==> src/design/ext_irq_pkg.sv <==
// Constants and carrier types for the external interrupt pin decoder.
// Assumes a single 250 MHz system clock and an active-low async reset.
package ext_irq_pkg;

  typedef logic [2:0] level_t;
  typedef logic [1:0] port_size_t;

  ////////////////////////////////////////////////////////////////////////////
  // Levels and pin values
  localparam level_t LEVEL_NONE    = 3'h0;
  localparam level_t LEVEL_UPPER   = 3'h7;
  localparam level_t LEVEL_MIDDLE  = 3'h4;
  localparam level_t LEVEL_LOWER   = 3'h1;
  localparam level_t LEVEL_NMI     = 3'h7;
  localparam level_t PINS_IDLE     = 3'h7;
  localparam int     PIN_UPPER     = 2;
  localparam int     PIN_MIDDLE    = 1;
  localparam int     PIN_LOWER     = 0;

  ////////////////////////////////////////////////////////////////////////////
  // Boot chip select strap decode
  localparam port_size_t PORT_32     = 2'h0;
  localparam port_size_t PORT_8      = 2'h1;
  localparam port_size_t PORT_16     = 2'h2;
  localparam logic [3:0] AA_WAITS    = 4'hf;
  localparam logic [3:0] NO_WAITS    = 4'h0;

  ////////////////////////////////////////////////////////////////////////////
  // Reset values and counts
  localparam logic [1:0] SYNC_FILL   = 2'h2;
  localparam logic       MODE_RESET  = 1'b0;

  typedef struct packed {
    logic       auto_acknowledge;
    logic [3:0] wait_states;
    port_size_t port_size;
  } boot_cfg_s;

  localparam boot_cfg_s BOOT_CFG_RESET = '{
    auto_acknowledge: 1'b0,
    wait_states:      4'h0,
    port_size:        2'h0
  };

endpackage : ext_irq_pkg

==> src/design/ext_irq_decode.sv <==
// External interrupt pin decoder with boot chip select strap capture.
// Assumes pins are driven by outside sources and strap resistors, async
// to clk; the pin-function select bit comes from logic on clk.
`timescale 1ns/10ps

// Function
// - Select bit chooses encoded or dedicated pins
// - Dedicated function held through reset
// - Pins are active low inputs
// - Encoded level is inverse of pin value
// - Encoded 000 gives unmaskable level seven
// - Encoded 111 means no request
// - Dedicated pins raise levels seven, four, one
// - Pins sampled as boot straps at reset
// - Upper strap high: auto acknowledge, 15 waits
// - Lower straps pick 32, 8, 16 bit port
module ext_irq_decode
  import ext_irq_pkg::*;
(
  // Clock and reset
  input  wire logic                  clk,
  input  wire logic                  nrst,
  // Interrupt pins, active low
  input  wire ext_irq_pkg::level_t   encoded_level_pins_n,
  // Pin function: 1 encoded level, 0 dedicated requests
  input  wire logic                  pin_function_select_reg,
  // Decoded request
  output      ext_irq_pkg::level_t   irq_level,
  output      logic                  irq_nmi,
  output      logic                  irq_rise,
  output      logic                  encoded_mode,
  // Boot chip select configuration
  output      ext_irq_pkg::boot_cfg_s boot_cfg,
  output      logic                  strap_valid
);

  ////////////////////////////////////////////////////////////////////////////
  // State

  typedef struct packed {
    logic       encoded_mode;
    logic       strap_valid;
    logic [1:0] fill;
    level_t     irq_level;
    logic       irq_nmi;
    logic       irq_rise;
    boot_cfg_s  boot_cfg;
  } state_s;

  localparam state_s STATE_RESET = '{
    encoded_mode: MODE_RESET,
    strap_valid:  1'b0,
    fill:         2'h0,
    irq_level:    LEVEL_NONE,
    irq_nmi:      1'b0,
    irq_rise:     1'b0,
    boot_cfg:     BOOT_CFG_RESET
  };

  state_s st;
  state_s next_st;
  level_t pin_sync_n;

  pin_sync3 u_sync (
    .clk         (clk),
    .nrst        (nrst),
    .pins_n      (encoded_level_pins_n),
    .pins_sync_n (pin_sync_n)
  );

  ////////////////////////////////////////////////////////////////////////////
  // Next state

  always_comb begin
    next_st          = st;
    next_st.irq_rise = 1'b0;
    // Straps are taken once the synchroniser has refilled after release
    if (!st.strap_valid) begin
      if (st.fill == SYNC_FILL) begin
        next_st.strap_valid = 1'b1;
        if (pin_sync_n[PIN_UPPER]) begin
          next_st.boot_cfg.auto_acknowledge = 1'b1;
          next_st.boot_cfg.wait_states      = AA_WAITS;
        end else begin
          next_st.boot_cfg.auto_acknowledge = 1'b0;
          next_st.boot_cfg.wait_states      = NO_WAITS;
        end
        unique case (pin_sync_n[PIN_MIDDLE:PIN_LOWER])
          2'h0:    next_st.boot_cfg.port_size = PORT_32;
          2'h1:    next_st.boot_cfg.port_size = PORT_8;
          default: next_st.boot_cfg.port_size = PORT_16;
        endcase
      end else begin
        next_st.fill = st.fill + 2'h1;
      end
    end else begin
      next_st.encoded_mode = pin_function_select_reg;
    end
    // Requests are decoded only after the straps have been taken
    if (!st.strap_valid) begin
      next_st.irq_level = LEVEL_NONE;
    end else if (st.encoded_mode) begin
      next_st.irq_level = ~pin_sync_n;
    end else if (!pin_sync_n[PIN_UPPER]) begin
      next_st.irq_level = LEVEL_UPPER;
    end else if (!pin_sync_n[PIN_MIDDLE]) begin
      next_st.irq_level = LEVEL_MIDDLE;
    end else if (!pin_sync_n[PIN_LOWER]) begin
      next_st.irq_level = LEVEL_LOWER;
    end else begin
      next_st.irq_level = LEVEL_NONE;
    end
    next_st.irq_nmi  = (next_st.irq_level == LEVEL_NMI);
    next_st.irq_rise = (next_st.irq_level > st.irq_level);
  end

  always_ff @(posedge clk or negedge nrst) begin
    if (!nrst) begin
      st <= STATE_RESET;
    end else begin
      st <= next_st;
    end
  end

  assign irq_level    = st.irq_level;
  assign irq_nmi      = st.irq_nmi;
  assign irq_rise     = st.irq_rise;
  assign encoded_mode = st.encoded_mode;
  assign boot_cfg     = st.boot_cfg;
  assign strap_valid  = st.strap_valid;

  ////////////////////////////////////////////////////////////////////////////
  // Checks

  mode_dedicated_a: assert property (@(posedge clk) disable iff (!nrst)
    !st.strap_valid |-> !st.encoded_mode)
    else $error("pins left dedicated function before straps taken");

  mode_follow_a: assert property (@(posedge clk) disable iff (!nrst)
    st.strap_valid |=> st.encoded_mode == $past(pin_function_select_reg))
    else $error("pin function does not follow select bit");

  encoded_level_a: assert property (@(posedge clk) disable iff (!nrst)
    st.strap_valid && st.encoded_mode |=> st.irq_level == ~$past(pin_sync_n))
    else $error("encoded level is not inverse of pins");

  nmi_level_a: assert property (@(posedge clk) disable iff (!nrst)
    st.strap_valid && st.encoded_mode && pin_sync_n == 3'h0
      |=> st.irq_nmi && st.irq_level == 3'h7)
    else $error("encoded 000 did not give level seven");

  no_request_a: assert property (@(posedge clk) disable iff (!nrst)
    st.strap_valid && st.encoded_mode && pin_sync_n == 3'h7
      |=> st.irq_level == 3'h0 && !st.irq_nmi)
    else $error("encoded 111 gave a request");

  dedicated_upper_a: assert property (@(posedge clk) disable iff (!nrst)
    st.strap_valid && !st.encoded_mode && !pin_sync_n[2]
      |=> st.irq_level == 3'h7)
    else $error("upper pin did not give level seven");

  dedicated_lower_a: assert property (@(posedge clk) disable iff (!nrst)
    st.strap_valid && !st.encoded_mode && pin_sync_n == 3'h6
      |=> st.irq_level == 3'h1)
    else $error("lower pin did not give level one");

  auto_ack_a: assert property (@(posedge clk) disable iff (!nrst)
    $rose(st.strap_valid) |-> st.boot_cfg.auto_acknowledge
      == $past(pin_sync_n[2]) && st.boot_cfg.wait_states
      == (st.boot_cfg.auto_acknowledge ? 4'hf : 4'h0))
    else $error("auto acknowledge strap mis-captured");

  port_size_a: assert property (@(posedge clk) disable iff (!nrst)
    $rose(st.strap_valid) |-> st.boot_cfg.port_size
      == ($past(pin_sync_n[1:0]) == 2'h0 ? 2'h0 :
          $past(pin_sync_n[1:0]) == 2'h1 ? 2'h1 : 2'h2))
    else $error("port size strap mis-captured");

  strap_hold_a: assert property (@(posedge clk) disable iff (!nrst)
    st.strap_valid |=> st.strap_valid && $stable(st.boot_cfg))
    else $error("boot straps changed after capture");

  strap_time_a: assert property (@(posedge clk) disable iff (!nrst)
    !st.strap_valid ##1 !st.strap_valid ##1 !st.strap_valid
      |=> st.strap_valid)
    else $error("straps not captured three edges after release");

  mid_pin_a: assert property (@(posedge clk) disable iff (!nrst)
    st.strap_valid && !st.encoded_mode && pin_sync_n == 3'h5
      |=> st.irq_level == 3'h4)
    else $error("middle pin did not give level four");

  rise_event_a: assert property (@(posedge clk) disable iff (!nrst)
    st.irq_rise |-> st.irq_level > $past(st.irq_level))
    else $error("rise pulse without a higher level");

  rise_taken_a: assert property (@(posedge clk) disable iff (!nrst)
    st.irq_level > $past(st.irq_level) |-> st.irq_rise)
    else $error("higher level gave no rise pulse");

  nmi_match_a: assert property (@(posedge clk) disable iff (!nrst)
    st.irq_nmi == (st.irq_level == 3'h7))
    else $error("unmaskable flag does not match level seven");

  idle_pins_a: assert property (@(posedge clk) disable iff (!nrst)
    st.strap_valid && pin_sync_n == 3'h7 |=> st.irq_level == 3'h0)
    else $error("idle high pins gave a request");

  no_decode_a: assert property (@(posedge clk) disable iff (!nrst)
    !st.strap_valid |-> st.irq_level == 3'h0 && !st.irq_rise)
    else $error("request decoded while straps pending");

  fill_done_a: assert property (@(posedge clk) disable iff (!nrst)
    $rose(st.strap_valid) |-> $past(st.fill) == 2'h2)
    else $error("straps taken before synchroniser refilled");

  wait_pair_a: assert property (@(posedge clk) disable iff (!nrst)
    st.strap_valid |-> st.boot_cfg.wait_states
      == (st.boot_cfg.auto_acknowledge ? 4'hf : 4'h0))
    else $error("wait states do not match auto acknowledge");

  port_legal_a: assert property (@(posedge clk) disable iff (!nrst)
    st.strap_valid |-> st.boot_cfg.port_size != 2'h3)
    else $error("illegal boot port size");

endmodule : ext_irq_decode

==> src/design/pin_sync3.sv <==
// Two-flop synchroniser for the three interrupt pins.
// Assumes pins are asynchronous to clk; both stages reset to idle high.
`timescale 1ns/10ps

module pin_sync3
  import ext_irq_pkg::*;
(
  // Clock and reset
  input  wire logic              clk,
  input  wire logic              nrst,
  // Pins in, synchronised copy out
  input  wire ext_irq_pkg::level_t pins_n,
  output      ext_irq_pkg::level_t pins_sync_n
);

  level_t meta;

  always_ff @(posedge clk or negedge nrst) begin
    if (!nrst) begin
      meta        <= PINS_IDLE;
      pins_sync_n <= PINS_IDLE;
    end else begin
      meta        <= pins_n;
      pins_sync_n <= meta;
    end
  end

endmodule : pin_sync3

==> config.mk <==
export PLATFORM = sky130hd
export DESIGN_NAME = ext_irq_decode
export DESIGN_NICKNAME = d
export VERILOG_FILES = /design/src/design/ext_irq_pkg.sv /design/src/design/ext_irq_decode.sv /design/src/design/pin_sync3.sv
export SDC_FILE = /design/constraint.sdc
export NUM_CORES = 1
export LEC_CHECK = 0
export BUFFER_PORTS_ARGS = -buffer_cell sky130_fd_sc_hd__buf_4
export CORE_MARGIN = 5
export CORE_UTILIZATION = 35
export CTS_BUF_LIST = sky130_fd_sc_hd__clkbuf_4 sky130_fd_sc_hd__clkbuf_8
export DETAILED_ROUTE_END_ITERATION = 12
export PLACE_DENSITY = 0.66
export RECOVER_POWER = 25
export SETUP_SLACK_MARGIN = 0.5
export SLEW_MARGIN = 20
export SYNTH_ARGS = -nofsm -noshare
export SYNTH_HDL_FRONTEND = slang
export SYNTH_HIERARCHICAL = 1
export SYNTH_SLANG_ARGS = --single-unit
==> constraint.sdc <==
create_clock -name clk -period 4.4 [get_ports clk]
set_input_delay 0.44 -clock clk [delete_from_list [all_inputs] [get_ports clk]]
set_output_delay 0.44 -clock clk [all_outputs]
set_load 0.005 [all_outputs]
==> impl_metrics.yaml <==
drt:
  wl_per_cell_um: 10.5
  routed_wl_um: 1070
  antenna_left: 0
  vias: 433
  viasPerCell: 4.25
  first_iter_violations: 2
  drc: 0
  drtPass1Iterations: 2
yosys:
  netlist_instances: 61
  synth_seq_cells: 18
  seq_area_frac_synth_pct: 57.3
  synth_cell_types: 23
  syn_nets: 71
  yosys_warnings: 6
  avgSynthCellArea_um2: 13.1
  synth_area_um2: 800
die:
  start_util_pct: 36.5
  die_h_um: 57.8
  core-area_um2: 2190
  ios: 20
  die_area_um2: 3340
  die_w_um: 57.8
  rows: 17
power:
  p_clk_share_pct: 31.0
  switching_power_uw: 65.9
  sw_frac_of_total_pct: 21.0
  comb_power_share_pct: 10.9
  seqPwrFrac_pct: 58.1
  internal_power_uw: 248
  p_leak_uw: 0.000456
  p_per_area_nw_per_um2: 336
  max-vdd-ir-drop_v: 0.000237
min_path:
  hold_start: "encoded_level_pins_n[2]"
  worstHoldEndpoint: "u_sync/meta[2]"
  hp-class: "in2reg"
  whs_path_depth: 1
clock_tree:
  clock_path_buffers: 2
  clock_latency_ns: 0.28
  cts.sink_count: 18
  cts_resized: 0
  cts-root-buf: "clkbuf_4"
  path_clk_slew_ns: 0.10
  h-tree-depth: 1
  cts_tree: "done"
  post-cts-setup-buffers: 0
  ctsHoldBuffers: 1
  cts-buffers-inserted: 3
timing:
  slew_viol_final: 0
  clock_skew_ns: 0.00253
  relSlewSlack_pct: 38.2
  layout_min_cycle_time_ns: 1.54
  fmax_mhz: 648
  tns_ns: 0
  rsz0062_at_grt: "false"
  min_period_over_period_pct: 35.1
  worst_slew_pin_slew_ns: 0.928
  setup_violations: 0
  hold_viol: 0
flow_run:
  cap_violations: 0
global_route:
  grtUsageTotal_pct: 7.31
  overflow: 0
  met2_usage_pct: 11.5
  grt_pass1_wl_um: 1850
  grtUsageMet3_pct: 5.12
  grt_max_degree: 19
  use_met1_pct: 7.99
  grt_pass1_vias: 434
  antenna_found_initial: 0
  grt-busiest-layer: "met2"
setup_path:
  r2r_end: "irq_rise"
  r2r_cells: 6
  cp-start-kind: "flop"
  path_class: "reg2reg"
  crit_chain: "mux2i_1 -> and2_1 -> ha_1 -> nor2b_1 -> o21ai_0 -> a32oi_1"
  slowest_stage: "dfstp_2"
  r2r-start: "u_sync/pins_sync_n[1]"
  r2r_slack_ns: 2.86
  cp.required_ns: 4.57
  critPathMaxFanout: 6
  endpoint_kind: "flop"
  cp.arrival_ns: 1.71
  max_stage_delay_ns: 0.57
final_layout:
  layout_commonest_cell: "buf_4"
  diodes: 0
  finish.utilization_pct: 42.6
  drive_gt1_share_pct: 50.0
  nets: 85
  final_cell_mix: "buf_4, dfrtp_1, clkbuf_4, dfstp_2"
  area_delta_synth_final_pct: 16.7
  fin_cells: 102
placed_design:
  dpl.cell_count: 97
  dp_hpwl_um: 824
  io_buffers: 19
  routabilityCongestion: 0.765
outcome:
  status: "completed"
[state kept, by name, summed over array words and instances, names as in the netlist]
register / count
st: 2
u_sync/meta: 3
strap_valid: 1
irq_rise: 1
irq_nmi: 1
u_sync/pins_sync_n: 3
encoded_mode: 1
irq_level: 3
boot_cfg: 3
[worst max-delay path by stage]
stage | startpoint | slack (ns) | depth (start not counted) | end
2_1_floorplan | u_sync/pins_sync_n[1] | 2.94 | 6 | irq_rise
3_5_place_dp | u_sync/pins_sync_n[1] | 2.86 | 6 | irq_rise
4_1_cts | u_sync/pins_sync_n[1] | 2.85 | 6 | irq_rise
5_1_grt | u_sync/pins_sync_n[1] | 2.75 | 6 | irq_rise
3_3_place_gp | u_sync/pins_sync_n[1] | 2.90 | 6 | irq_rise
6_report | u_sync/pins_sync_n[1] | 2.86 | 6 | irq_rise
[metal layers]
layer,vias up,wire (µm)
met5,-,0
met4,0,0
met3,0,141
met2,19,477
met1,198,447
li1,216,-
[through the flow]
step                total power (µW)  hold slack (ns)  setup slack [ns]  area [µm²]
CTS                              322            0.235              2.85         937
global placement                 220            0.314              2.90         891
global route                     334            0.222              2.75         933
finish                           314            0.252              2.86         933
detailed placement               221            0.319              2.86         891
floorplan                        206            0.144              2.94         800
[synth_stat cells (all sizes together)]
master   n  area (µm²)
mux2     3        41.3
buf     11        86.3
ha       4        50.1
and2     3        21.3
inv      4        15.0
dfstp    6         158
xnor2    1        16.3
nand2    3        11.3
dfrtp   12         300
mux2i    1        10.0
and3b    1        10.0
nand2b   2        20.0
o21ai    5        28.8
o22ai    1        6.26
nor2     1        3.75
nor2b    1        6.26
a32oi    1        8.76
or2      1        6.26
[worst max-delay path: cells and delay by family (launching register included)]
family                   cells  cell delay, ns
adder cells (fa/ha/maj)      1            0.28
AO/OA/AOI/OAI                2            0.21
multiplexers                 1            0.07
flip-flops                   1            0.57
AND/OR/NAND/NOR              2            0.30
[power groups by stage]
stage | registers (µW) | clock network [µW] | logic (µW)
floorplan | 185 | 0 | 21.0
global placement | 185 | 0 | 34.7
detailed placement | 186 | 0 | 35.1
CTS | 183 | 104 | 36.0
global route | 184 | 111 | 38.6
finish | 182 | 97.4 | 34.2
[logic make-up after synthesis]
logic type,Yosys count,share of synthesized area [%]
AOI/OAI and AO/OA,7,5.48
adders and majority gates,4,6.26
muxes,4,6.42
buffers and inverters,15,12.7
xor gates and xnor gates,1,2.03
DFF,18,57.3
and+or+nand+nor,12,9.86
[cell type report]
cell class,count,area (µm²)
timing repair buffer,20,149
multi-input combinational,28,240
inverter,4,15.0
tap,28,35.0
sequential,18,458
fill,218,1260
clock buffer,4,36.3
No activity file was read; power rests on OpenSTA's default activity.
